## src/srwp_pkg.sv

```systemverilog
package srwp_pkg;

   // ****************************************
   // Command codes
   // ****************************************
   localparam logic [7:0] CMD_WR_SR1 = 8'h01;
   localparam logic [7:0] CMD_WR_SR2 = 8'h31;
   localparam logic [7:0] CMD_WR_SR3 = 8'h11;
   localparam logic [7:0] CMD_WR_INDEXED = 8'h71;
   localparam logic [7:0] CMD_WR_ENABLE = 8'h06;
   localparam logic [7:0] CMD_WR_DISABLE = 8'h04;
   localparam logic [7:0] CMD_RD_SR1 = 8'h05;
   localparam logic [7:0] CMD_RD_SR2 = 8'h35;
   localparam logic [7:0] CMD_RD_SR3 = 8'h15;
   localparam logic [7:0] CMD_SOFT_RESET = 8'h99;

   // ****************************************
   // Register indices for the indexed write
   // ****************************************
   localparam logic [7:0] REG_IDX_SR1 = 8'h01;
   localparam logic [7:0] REG_IDX_SR2 = 8'h02;
   localparam logic [7:0] REG_IDX_SR3 = 8'h03;

   // ****************************************
   // Field positions, masks, reset values
   // ****************************************
   localparam int SR1_PROT_LO_BIT = 7;
   localparam int SR1_WEL_BIT = 1;
   localparam int SR2_QE_BIT = 1;
   localparam int SR2_PROT_HI_BIT = 0;
   localparam int SR3_PIN_SEL_BIT = 7;
   localparam logic [7:0] SR1_WR_MASK = 8'hFC;
   localparam logic [7:0] SR2_WR_MASK = 8'h03;
   localparam logic [7:0] SR3_WR_MASK = 8'h80;
   localparam logic [7:0] SR1_RESET = 8'h80;
   localparam logic [7:0] SR2_RESET = 8'h01;
   localparam logic [7:0] SR3_RESET = 8'h00;
   localparam logic [4:0] PINS_IDLE = 5'h13; // Idle pins: csB, wpB, holdRstB high

   // ****************************************
   // Counts
   // ****************************************
   localparam logic [2:0] BYTES_CMD_ONLY = 3'h1;
   localparam logic [2:0] BYTES_WR = 3'h2;
   localparam logic [2:0] BYTES_WR_INDEXED = 3'h3;
   localparam logic [2:0] BYTE_CNT_MAX = 3'h7;
   localparam logic [2:0] LAST_BIT = 3'h7;
   localparam logic [1:0] RELOAD_WAIT = 2'h3;

   // Protect pair encodings, {protect_bit_high, protect_bit_low}
   localparam logic [1:0] PROT_SW = 2'h0;
   localparam logic [1:0] PROT_HW = 2'h1;
   localparam logic [1:0] PROT_LOCKDOWN = 2'h2;
   localparam logic [1:0] PROT_STICKY = 2'h3;

   // ****************************************
   // Types
   // ****************************************
   typedef struct packed {
      logic csB;
      logic sck;
      logic mosi;
      logic wpB;
      logic holdRstB;
   } srwp_pins_t;

   typedef enum logic [1:0] {SPI_IDLE, SPI_SHIFT, SPI_HOLD} srwp_spi_state_t;

   // ****************************************
   // Functions
   // ****************************************
   // Write allowed by protect pair, pin and latch; lock input unused
   function automatic logic writeAllowed(input logic [1:0] prot, input logic lock,
                                         input logic wpHigh, input logic write_enable_latch);
      logic ok;
      case (prot)
         PROT_SW: ok = 1'b1;
         PROT_HW: ok = wpHigh;
         default: ok = 1'b0;
      endcase
      writeAllowed = ok & write_enable_latch;
   endfunction : writeAllowed

   // Volatile pair loaded from non-volatile copy
   function automatic logic [1:0] reloadMap(input logic [1:0] nv, input logic lock);
      logic [1:0] v;
      case (nv)
         PROT_SW: v = PROT_SW;
         PROT_HW: v = PROT_HW;
         PROT_LOCKDOWN: v = PROT_SW;
         default: v = lock ? PROT_STICKY : PROT_HW;
      endcase
      reloadMap = v;
   endfunction : reloadMap

   // Replace writable bits only
   function automatic logic [7:0] maskedWrite(input logic [7:0] old, input logic [7:0] val,
                                              input logic [7:0] mask);
      maskedWrite = (old & ~mask) | (val & mask);
   endfunction : maskedWrite

endpackage : srwp_pkg

```

## src/srwp_sync.sv

```systemverilog
`timescale 1ns/10ps
// Two-stage synchroniser for pin inputs
module srwp_sync
   import srwp_pkg::*;
#(
   parameter int W = 1,
   parameter logic [W-1:0] RST_VAL = '0
) (
   input wire logic clock,
   input wire logic rst_b,
   input wire logic [W-1:0] asyncIn,
   output logic [W-1:0] syncOut
);
   logic [W-1:0] stage1_q;
   logic [W-1:0] stage2_q;

   // First stage feeds only the second; reset to idle level, no false edge
   always_ff @(posedge clock or negedge rst_b) begin
      if (!rst_b) begin
         stage1_q <= RST_VAL;
         stage2_q <= RST_VAL;
      end else begin
         stage1_q <= asyncIn;
         stage2_q <= stage1_q;
      end
   end

   assign syncOut = stage2_q;
endmodule : srwp_sync

```

## src/srwp_reload.sv

```systemverilog
`timescale 1ns/10ps
// Loads the volatile protect pair after any reset
module srwp_reload
   import srwp_pkg::*;
(
   input wire logic clock,
   input wire logic rst_b,
   input wire logic reloadReq,
   input wire logic [1:0] nvProtect,
   input wire logic nvLock,
   output logic loadPulse,
   output logic [1:0] loadVal
);
   logic [1:0] waitCnt_q;
   logic [1:0] waitCnt_d;
   logic loadPulse_q;
   logic loadPulse_d;
   logic [1:0] loadVal_q;
   logic [1:0] loadVal_d;

   // Wait out the synchronisers, then map the copy
   always_comb begin
      waitCnt_d = waitCnt_q;
      loadPulse_d = 1'b0;
      loadVal_d = loadVal_q;
      if (reloadReq) begin
         waitCnt_d = RELOAD_WAIT;
      end else if (waitCnt_q != 2'h0) begin
         waitCnt_d = 2'(waitCnt_q - 2'h1);
         if (waitCnt_q == 2'h1) begin
            loadPulse_d = 1'b1;
            loadVal_d = reloadMap(nvProtect, nvLock);
         end
      end
   end

   // State registers
   always_ff @(posedge clock or negedge rst_b) begin
      if (!rst_b) begin
         waitCnt_q <= RELOAD_WAIT;
         loadPulse_q <= 1'b0;
         loadVal_q <= PROT_STICKY;
      end else begin
         waitCnt_q <= waitCnt_d;
         loadPulse_q <= loadPulse_d;
         loadVal_q <= loadVal_d;
      end
   end

   assign loadPulse = loadPulse_q;
   assign loadVal = loadVal_q;
endmodule : srwp_reload

```

## src/srwp_core.sv

```systemverilog
`timescale 1ns/10ps
// Summary of operation
// - Pair 00: write-status accepted when write-enable latch set; protect pin ignored.
// - Pair 01 with protect pin low and quad enable clear: every status write refused.
// - Pair 01 with protect pin high: write-status accepted with latch set.
// - Pair 10: all status writes blocked until next reset of any kind.
// - Pair 11, lock clear: status writes blocked until next reset.
// - Pair 11, lock set: status writes refused permanently.
// - Reset with copy 00 loads volatile pair 00.
// - Reset with copy 01 loads volatile pair 01.
// - Reset with copy 10 loads pair 00, releasing lockdown.
// - Reset with copy 11 and lock clear loads pair 01.
// - Reset with copy 11 and lock set keeps pair 11.
// - Register three bit 7 picks shared pin role: 0 hold, 1 reset.
// - Pin role applies only while quad enable is clear; else neither.
module srwp_core
   import srwp_pkg::*;
(
   input wire logic clock,
   input wire logic rst_b,
   input wire srwp_pins_t pins,
   input wire logic [1:0] nvProtect,
   input wire logic nvLock,
   output logic miso,
   output logic misoOe_b,
   output logic holdActive,
   output logic pinReset,
   output logic [7:0] statusOne,
   output logic [7:0] statusTwo,
   output logic [7:0] statusThree
);
   // ****************************************
   // Pin synchronisers
   // ****************************************
   srwp_pins_t pinsS;
   logic [2:0] nvS;
   logic [1:0] nvProtectS;
   logic nvLockS;

   srwp_sync #(.W($bits(srwp_pins_t)), .RST_VAL(PINS_IDLE)) u_pin_sync (
      .clock(clock),
      .rst_b(rst_b),
      .asyncIn(pins),
      .syncOut(pinsS)
   );

   srwp_sync #(.W(3)) u_nv_sync (
      .clock(clock),
      .rst_b(rst_b),
      .asyncIn({nvLock, nvProtect}),
      .syncOut(nvS)
   );

   assign nvProtectS = nvS[1:0];
   assign nvLockS = nvS[2];

   // ****************************************
   // Declarations
   // ****************************************
   srwp_spi_state_t state_q;
   srwp_spi_state_t state_d;
   logic sckPrev_q;
   logic sckPrev_d;
   logic csPrev_q;
   logic csPrev_d;
   logic [2:0] bitCnt_q;
   logic [2:0] bitCnt_d;
   logic [2:0] byteCnt_q;
   logic [2:0] byteCnt_d;
   logic [7:0] shift_q;
   logic [7:0] shift_d;
   logic [7:0] cmd_q;
   logic [7:0] cmd_d;
   logic [7:0] byteOne_q;
   logic [7:0] byteOne_d;
   logic [7:0] byteTwo_q;
   logic [7:0] byteTwo_d;
   logic [7:0] misoShift_q;
   logic [7:0] misoShift_d;
   logic miso_q;
   logic miso_d;
   logic misoOeB_q;
   logic misoOeB_d;
   logic [7:0] sr1_q;
   logic [7:0] sr1_d;
   logic [7:0] sr2_q;
   logic [7:0] sr2_d;
   logic [7:0] sr3_q;
   logic [7:0] sr3_d;
   logic sckRise;
   logic sckFall;
   logic csRise;
   logic quadOn;
   logic welQ;
   logic wpEff;
   logic [1:0] prot;
   logic isWrCmd;
   logic isRdCmd;
   logic [2:0] wrBytes;
   logic commitWr;
   logic allowed;
   logic [7:0] wrIdx;
   logic [7:0] wrData;
   logic exactCmd;
   logic swReset;
   logic loadPulse;
   logic [1:0] loadVal;

   // ****************************************
   // Decode of pins and command
   // ****************************************
   // Edges and pin roles
   assign sckRise = pinsS.sck & ~sckPrev_q;
   assign sckFall = ~pinsS.sck & sckPrev_q;
   assign csRise = pinsS.csB & ~csPrev_q;
   assign quadOn = sr2_q[SR2_QE_BIT];
   assign holdActive = ~quadOn & ~sr3_q[SR3_PIN_SEL_BIT] & ~pinsS.holdRstB & ~pinsS.csB;
   assign pinReset = ~quadOn & sr3_q[SR3_PIN_SEL_BIT] & ~pinsS.holdRstB;
   assign wpEff = quadOn | pinsS.wpB;
   assign prot = {sr2_q[SR2_PROT_HI_BIT], sr1_q[SR1_PROT_LO_BIT]};
   assign welQ = sr1_q[SR1_WEL_BIT];

   // Write command decode
   assign isWrCmd = (cmd_q == CMD_WR_SR1) || (cmd_q == CMD_WR_SR2) || (cmd_q == CMD_WR_SR3) ||
                    (cmd_q == CMD_WR_INDEXED);
   assign isRdCmd = (cmd_q == CMD_RD_SR1) || (cmd_q == CMD_RD_SR2) || (cmd_q == CMD_RD_SR3);
   assign wrBytes = (cmd_q == CMD_WR_INDEXED) ? BYTES_WR_INDEXED : BYTES_WR;
   assign wrData = (cmd_q == CMD_WR_INDEXED) ? byteTwo_q : byteOne_q;
   assign exactCmd = csRise && !pinReset && bitCnt_q == 3'h0;
   assign commitWr = exactCmd && isWrCmd && byteCnt_q == wrBytes;
   assign swReset = exactCmd && cmd_q == CMD_SOFT_RESET && byteCnt_q == BYTES_CMD_ONLY;
   assign allowed = writeAllowed(prot, nvLockS, wpEff, welQ);

   // Target register of a write
   always_comb begin
      if (cmd_q == CMD_WR_SR1) begin
         wrIdx = REG_IDX_SR1;
      end else if (cmd_q == CMD_WR_SR2) begin
         wrIdx = REG_IDX_SR2;
      end else if (cmd_q == CMD_WR_SR3) begin
         wrIdx = REG_IDX_SR3;
      end else begin
         wrIdx = byteOne_q;
      end
   end

   // ****************************************
   // Reload of volatile protect pair
   // ****************************************
   srwp_reload u_reload (
      .clock(clock),
      .rst_b(rst_b),
      .reloadReq(pinReset | swReset),
      .nvProtect(nvProtectS),
      .nvLock(nvLockS),
      .loadPulse(loadPulse),
      .loadVal(loadVal)
   );

   // ****************************************
   // Serial shifter
   // ****************************************
   // Next values of the shifter
   always_comb begin
      state_d = state_q;
      sckPrev_d = pinsS.sck;
      csPrev_d = pinsS.csB;
      bitCnt_d = bitCnt_q;
      byteCnt_d = byteCnt_q;
      shift_d = shift_q;
      cmd_d = cmd_q;
      byteOne_d = byteOne_q;
      byteTwo_d = byteTwo_q;
      misoShift_d = misoShift_q;
      miso_d = miso_q;
      misoOeB_d = misoOeB_q;
      case (state_q)
         SPI_IDLE: begin
            bitCnt_d = 3'h0;
            byteCnt_d = 3'h0;
            misoOeB_d = 1'b1;
            if (!pinsS.csB && !pinReset) begin
               state_d = SPI_SHIFT;
            end
         end
         SPI_SHIFT: begin
            if (pinsS.csB || pinReset) begin
               state_d = SPI_IDLE;
            end else if (holdActive) begin
               state_d = SPI_HOLD;
            end else if (sckRise) begin
               shift_d = {shift_q[6:0], pinsS.mosi};
               bitCnt_d = 3'(bitCnt_q + 3'h1);
               if (bitCnt_q == LAST_BIT) begin
                  byteCnt_d = (byteCnt_q == BYTE_CNT_MAX) ? BYTE_CNT_MAX : 3'(byteCnt_q + 3'h1);
                  if (byteCnt_q == 3'h0) begin
                     cmd_d = {shift_q[6:0], pinsS.mosi};
                  end else if (byteCnt_q == 3'h1) begin
                     byteOne_d = {shift_q[6:0], pinsS.mosi};
                  end else if (byteCnt_q == 3'h2) begin
                     byteTwo_d = {shift_q[6:0], pinsS.mosi};
                  end
                  // Reload read data each byte
                  case ((byteCnt_q == 3'h0) ? {shift_q[6:0], pinsS.mosi} : cmd_q)
                     CMD_RD_SR1: misoShift_d = sr1_q;
                     CMD_RD_SR2: misoShift_d = sr2_q;
                     CMD_RD_SR3: misoShift_d = sr3_q;
                     default: misoShift_d = 8'h00;
                  endcase
               end
            end else if (sckFall && byteCnt_q != 3'h0 && isRdCmd) begin
               miso_d = misoShift_q[7];
               misoShift_d = {misoShift_q[6:0], 1'b0};
               misoOeB_d = 1'b0;
            end
         end
         SPI_HOLD: begin
            misoOeB_d = 1'b1;
            if (pinsS.csB || pinReset) begin
               state_d = SPI_IDLE;
            end else if (!holdActive) begin
               state_d = SPI_SHIFT;
            end
         end
         default: begin
            state_d = SPI_IDLE;
         end
      endcase
   end

   // Shifter registers
   always_ff @(posedge clock or negedge rst_b) begin
      if (!rst_b) begin
         state_q <= SPI_IDLE;
         sckPrev_q <= 1'b0;
         csPrev_q <= 1'b1;
         bitCnt_q <= 3'h0;
         byteCnt_q <= 3'h0;
         shift_q <= 8'h00;
         cmd_q <= 8'h00;
         byteOne_q <= 8'h00;
         byteTwo_q <= 8'h00;
         misoShift_q <= 8'h00;
         miso_q <= 1'b0;
         misoOeB_q <= 1'b1;
      end else begin
         state_q <= state_d;
         sckPrev_q <= sckPrev_d;
         csPrev_q <= csPrev_d;
         bitCnt_q <= bitCnt_d;
         byteCnt_q <= byteCnt_d;
         shift_q <= shift_d;
         cmd_q <= cmd_d;
         byteOne_q <= byteOne_d;
         byteTwo_q <= byteTwo_d;
         misoShift_q <= misoShift_d;
         miso_q <= miso_d;
         misoOeB_q <= misoOeB_d;
      end
   end

   // ****************************************
   // Status registers
   // ****************************************
   // Next values of the status registers
   always_comb begin
      sr1_d = sr1_q;
      sr2_d = sr2_q;
      sr3_d = sr3_q;
      if (loadPulse) begin
         sr1_d[SR1_PROT_LO_BIT] = loadVal[0];
         sr2_d[SR2_PROT_HI_BIT] = loadVal[1];
         sr1_d[SR1_WEL_BIT] = 1'b0;
      end else if (pinReset) begin
         sr1_d[SR1_WEL_BIT] = 1'b0;
      end else if (commitWr && allowed) begin
         if (wrIdx == REG_IDX_SR1) begin
            sr1_d = maskedWrite(sr1_q, wrData, SR1_WR_MASK);
         end else if (wrIdx == REG_IDX_SR2) begin
            sr2_d = maskedWrite(sr2_q, wrData, SR2_WR_MASK);
         end else if (wrIdx == REG_IDX_SR3) begin
            sr3_d = maskedWrite(sr3_q, wrData, SR3_WR_MASK);
         end
         sr1_d[SR1_WEL_BIT] = 1'b0;
      end else if (exactCmd && byteCnt_q == BYTES_CMD_ONLY && cmd_q == CMD_WR_ENABLE) begin
         sr1_d[SR1_WEL_BIT] = 1'b1;
      end else if (exactCmd && byteCnt_q == BYTES_CMD_ONLY && cmd_q == CMD_WR_DISABLE) begin
         sr1_d[SR1_WEL_BIT] = 1'b0;
      end
      // Refused writes fall through untouched
   end

   // Status registers
   always_ff @(posedge clock or negedge rst_b) begin
      if (!rst_b) begin
         sr1_q <= SR1_RESET;
         sr2_q <= SR2_RESET;
         sr3_q <= SR3_RESET;
      end else begin
         sr1_q <= sr1_d;
         sr2_q <= sr2_d;
         sr3_q <= sr3_d;
      end
   end

   assign miso = miso_q;
   assign misoOe_b = misoOeB_q;
   assign statusOne = sr1_q;
   assign statusTwo = sr2_q;
   assign statusThree = sr3_q;
endmodule : srwp_core

```

## config.mk

```make
export PLATFORM = sky130hd
export DESIGN_NAME = srwp_core
export DESIGN_NICKNAME = d
export VERILOG_FILES = /design/src/srwp_pkg.sv /design/src/srwp_sync.sv /design/src/srwp_reload.sv /design/src/srwp_core.sv
export SDC_FILE = /design/constraint.sdc
export NUM_CORES = 1
export LEC_CHECK = 0
export ABC_AREA = 1
export BUFFER_PORTS_ARGS = -buffer_cell sky130_fd_sc_hd__clkbuf_2
export CAP_MARGIN = 30
export CORE_MARGIN = 2
export CORE_UTILIZATION = 50
export CTS_BUF_LIST = sky130_fd_sc_hd__clkbuf_4 sky130_fd_sc_hd__clkbuf_8 sky130_fd_sc_hd__clkbuf_16
export DETAILED_ROUTE_END_ITERATION = 7
export PLACE_DENSITY_LB_ADDON = 0.12
export SYNTH_ARGS = -nofsm -noshare
export SYNTH_HDL_FRONTEND = slang
export SYNTH_SLANG_ARGS = --single-unit
```

## constraint.sdc

```tcl
create_clock -name clock -period 3 [get_ports clock]
set_input_delay 0.6 -clock clock [delete_from_list [all_inputs] [get_ports clock]]
set_output_delay 0.6 -clock clock [all_outputs]
set_load 0.03 [all_outputs]
```

# Word-level counts from Yosys, hierarchy flattened
# Cells that the tools add are included.
# word_totals
in_bits	10
ff_bits	96
wordCells	205
# op_classes
n_reduce_logical	54
bitwise_logic	31
n_mux	53
add_sub_neg	3
n_eq_ne	39
# ops
op	count
2-to-1 mux 8 bit	9
equality test 8 x 3 -> 1 bit, second input constant	4
AND reduction 5 bit	6
equality test 8 x 5 -> 1 bit, second input constant	3
equality test 8 x 6 -> 1 bit, second input constant	3
2-to-1 mux 3 bit	8
one-hot mux 8 bit (3 select lines)	1
2-to-1 mux 1 bit	19
inverter 1 bit	17
equality test 8 x 1 -> 1 bit, second input constant	2
equality test 8 x 2 -> 1 bit, second input constant	2
2-to-1 mux 2 bit	8
AND reduction 4 bit	4
nonzero test 2 bit	8
inequality test 2 bit, second input constant	7
logical AND 1 bit	13
2-to-1 mux 6 bit	2
one-hot mux 3 bit (2 select lines)	2
AND 1 bit	9
AND reduction 3 bit	3
equality test 2 x 1 -> 1 bit, second input constant	4
equality test 8 x 7 -> 1 bit, second input constant	1
equality test 8 bit, second input constant	1
OR 2 x 8 -> 8 bit	1
25 further kinds	43

# Depth between registers and ports, before layout
# logic_depth
depth_word	13
mapped_depth	14
ltp_nobuf	14

# Hierarchy
# A second synthesis with hierarchy kept.
# unflattened
cells_unflattened	474
hier_area_um2	4105.2
# by_module_without_submodules
mod	area_each_um2	cells_per_inst	instances
srwp_core	3429.5	425	1
srwp_reload	267.8	33	1
srwp_sync (u_pin_sync)	257.7	10	1
srwp_sync (u_nv_sync)	150.1	6	1

# Worst setup path before layout
# Ideal clock, no wire load.
# synth_path
path_type	register to register
startpoint	register sr2_q[1], in the netlist statusTwo[1]
endpoint	register sr3_q[7], in the netlist statusThree[7]
t_required_ns	2.883
n_path_buf	0
stages_incl_launch_ff	10
path_slack_ns	1.253
arrival_ns	1.630
setup_ns	0.117
synth_period_minus_slack_ns	1.747
cell_sequence	dfrtp_1 nor2_2 nand2_1 inv_1 nor2_1 inv_1 nor3_4 nand2_1 o21ai_1 inv_1
# synth_between
elab_chain_cells	10
word_cells_on_any_way	14
cone_classes	mux: 1; bitwise: 6; reduce/logical: 7
# synth_lines
item	line	text
start, declared	srwp_core.sv:86	logic [7:0] sr2_q;
start signal, assigned	srwp_core.sv:301	sr2_q <= sr2_d;
inverter 1 bit *	srwp_core.sv:118	assign pinReset = ~quadOn & sr3_q[SR3_PIN_SEL_BIT] & ~pinsS.holdRstB;
AND 1 bit * (2 in a row)	srwp_core.sv:118	
net pinReset	srwp_core.sv:27	output logic pinReset,
zero test 1 bit	srwp_core.sv:129	assign exactCmd = csRise && !pinReset && bitCnt_q == 3'h0;
logical AND 1 bit (2 in a row)	srwp_core.sv:129	
logical AND 1 bit (2 in a row)	srwp_core.sv:130	assign commitWr = exactCmd && isWrCmd && byteCnt_q == wrBytes;
logical AND 1 bit	srwp_core.sv:276	end else if (commitWr && allowed) begin
AND reduction 6 bit (no line) *	n/a	
end signal, assigned	srwp_core.sv:302	sr3_q <= sr3_d;
end, declared	srwp_core.sv:88	logic [7:0] sr3_q;
# The timed path passes the listed nets; every way through them passes the cells marked *.
# A chain may end at the register's enable or synchronous reset.

# Final worst setup path
# layout_path
startpoint	register byteCnt_q[0]
endpoint	register misoShift_q[6]
# layout_between
elab_chain_cells	6
word_cells_on_any_way	13
cone_classes	eq/ne: 3; mux: 4; reduce/logical: 6
# layout_lines
item	line	text
start, declared	srwp_core.sv:68	logic [2:0] byteCnt_q;
start signal, assigned	srwp_core.sv:251	byteCnt_q <= byteCnt_d;
zero test 3 bit	srwp_core.sv:204	case ((byteCnt_q == 3'h0) ? {shift_q[6:0], pinsS.mosi} : cmd_q)
2-to-1 mux 8 bit	n/a	
equality test 8 x 5 -> 1 bit, or another cell as far along	srwp_core.sv:204	
one-hot mux 8 bit (3 select lines)	srwp_core.sv:204	
2-to-1 mux 8 bit	srwp_core.sv:194	if (bitCnt_q == LAST_BIT) begin
2-to-1 mux 8 bit	srwp_core.sv:191	end else if (sckRise) begin
end signal, assigned	srwp_core.sv:256	misoShift_q <= misoShift_d;
end, declared	srwp_core.sv:78	logic [7:0] misoShift_q;
# Several ways; a longest one is shown, not always the timed one. The select of a mux whose other input is x is not followed.

==> run summary <==
status: finished, final reports clean
pre-CTS setup slack: 0.878 ns
max_cap viols: 0
first-pass GRT wire length: 14.2 mm
CP Launch Type: flop
Chip Width: 94.1 um
unrepaired setup endpoints after global routing: no
clock sink count: 82
Final min period: 2.13 ns
Worst Clk Skew: 0.00854 ns
Yosys cell types: 40
PnR worst setup slack: 0.867 ns
CP Capture Type: flop
Area growth syn-to-layout: 8.97%
Die ar.: 8850 um^2
Post-synth ARST share: 100%
Antenna Nets Post-Route: 0
Worst-path clk slew: 0.08 ns
DP HPWL: 6.28 mm
top cell type by total area after synthesis: dfrtp_1
YS warnings: 0
Post-synth EDFFs: 0
Ports: 38
initial DRC count: 120
crit path max fanout: 17
post-CTS sizing: 0
CTS max path bufs: 2
CP endpoint: misoShift_q[6]
1st-pass router iterations: 4
Worst R2R End: misoShift_q[6]
layout net count: 510
Synth area leaders: dfrtp_1 (42%), nand2_1 (11%), dfstp_2 (9.1%), inv_1 (3.9%), o21ai_1 (3.8%)
Worst EP arrival: 2.36 ns
final cell count without fillers: 597
Seq/Total Area, Yosys: 51.0%
fmax: 469 MHz
worst r2r src: byteCnt_q[0]
clk root buf: clkbuf_8
Clock Latency Late Sink: 0.34 ns
gpl congestion: 0.878
final worst path period share: 71.1%
Final Power: 2.43 mW
PD cells: 551 nW/um^2
vias in the first global route: 2946
Reg2Reg Setup Slack: 0.87 ns
Multi-input gate area: 1690 um^2
fill cell count: 735
initial antenna violation count: 0
# setup viols final: 0
slew margin rel.: 61.7%
top_reg_cell synth: dfrtp_1
area share of the largest cell type after synthesis: 41.9%
CTS tree: done
grt total ovfl: 0
R2R depth: 10
input/output buffers: 23
Post-DP Area: 4220 um^2
drt drc: 0
Total GRT Usage: 21.1%
vias per inst: 4.96
post-synthesis sequential element count: 82
Rows: 32
max-slew violation total from the final report: 0
largest net degree at the start of global routing: 53
Pleak: 2.17 nW
core area: 7810 um^2
Ant. Diodes: 0
Post-Route WL: 8.28 mm
total placed cells including tap cells: 581
Mapped Cells: 463
peak supply drop: 309 uV
Crit. Startpoint: byteCnt_q[0]
Syn Area/Cell: 8.76 um^2
htree depth: 3
setup TNS: 0 ns
chip height: 94.1 um
Post-CTS Setup Repair Bufs: 0
CTS Hold Bufs: 0
critical path required time: 3.23 ns
most used cells in the layout excluding fill and tap cells: nand2_1 (117), dfrtp_1 (68), inv_1 (42)
commonest non-fill, non-tap cell in the layout: nand2_1
CTS Buf Count: 9
Final Hold Viols: 0
share of cells above drive strength 1: 19.0%
routed length per instance: 13.9 um
Cell Area, Synth: 4060 um^2
Finished Cell Area: 4420 um^2
total number of vias: 2963
Starting Density: 52.0%
Hold WC Path Type: input port to asynchronous set/reset pin
Worst Tran Pin Value: 0.574 ns
Setup CP Type: flop to flop
FF+latch area: 2070 um^2
-- area by class of cell --
cell class / instances / area share [%]
inverters: 50 / 4.24
well taps: 102 / 2.89
multi-input cells: 323 / 38.2
clock buffers: 12 / 3.45
clock inverters: 4 / 1.16
flip-flops and latches: 82 / 46.8
repair buffers: 24 / 3.28
-- worst min path at each step --
| stage | startpoint | endpoint | slack [ns] | cells after the start |
|---|---|---|---|---|
| floorplan | rst_b | bitCnt_q[0] | 0.30 | 0 |
| global placement | u_nv_sync.stage1_q[0] | u_nv_sync.syncOut[0] | 0.33 | 0 |
| detailed placement | u_nv_sync.stage1_q[2] | u_nv_sync.syncOut[2] | 0.34 | 0 |
| CTS | rst_b | byteTwo_q[7] | 0.19 | 1 |
| global route | rst_b | bitCnt_q[2] | 0.19 | 1 |
| finish | rst_b | bitCnt_q[0] | 0.19 | 1 |
-- through the flow --
stage / utilization (%) / hold slack [ns]
floorplan: - / 0.304
global placement: 53.7 / 0.332
detailed placement: 54.0 / 0.338
CTS: 56.6 / 0.190
global route: 56.6 / 0.185
finish: 56.6 / 0.188
-- cells by family after synthesis --
logic type | after synthesis | synth area share, %
and+or+nand+nor | 211 | 24.4
DFF | 82 | 51.0
AOI/OAI and AO/OA | 81 | 11.0
buffers and inverters | 71 | 8.60
adders and majority gates | 10 | 3.08
muxes | 7 | 1.88
other | 1 | 0.0924
-- synth_stat cells, types with 6 or more instances --
cell type and number:
nor2_4 6, nor2_1 33, o21ai_0 25, inv_1 42, ha_1 10, o21ai_1 31, dfrtp_1 68, nand2_2 10
nand2_1 117, nand3_1 26, inv_2 8, buf_4 15, a21oi_1 13, dfstp_2 14
-- power by group --
| group | leakage [nW] | internal, mW | switching [mW] | total, mW |
|---|---|---|---|---|
| combinational | 1.00 | 0.123 | 0.325 | 0.448 |
| sequential | 1.07 | 1.15 | 0.0295 | 1.17 |
| clock | 0.103 | 0.427 | 0.385 | 0.812 |
-- sequential cells by signal (all words and copies together), names as in the netlist --
register	flops
u_pin_sync.syncOut	5
csPrev_q	1
miso	1
u_nv_sync.stage1_q	3
u_pin_sync.stage1_q	5
u_nv_sync.syncOut	3
cmd_q	8
shift_q	7
byteOne_q	8
misoShift_q	8
statusTwo	2
u_reload.loadPulse	1
state_q	2
bitCnt_q	3
byteTwo_q	8
misoOe_b	1
statusOne	7
statusThree	1
u_reload.waitCnt_q	2
u_reload.loadVal	2
sckPrev_q	1
byteCnt_q	3
-- worst max-delay path: stages (launching register included) --
cell     delay (ns)
dfrtp_1        0.43
inv_1          0.11
ha_1           0.28
nand2_4        0.21
nand2_1        0.11
nor2_1         0.19
nand3_1        0.16
nand2_2        0.19
inv_2          0.11
a21oi_1        0.14
a21oi_1        0.08
-- layer usage --
layer	wire [um]	GRT usage, %
met3	321	6.18
met2	3820	33.6
met4	67	4.35
met5	0	0
met1	4070	28.8
Power figures use the tool's default switching activity.
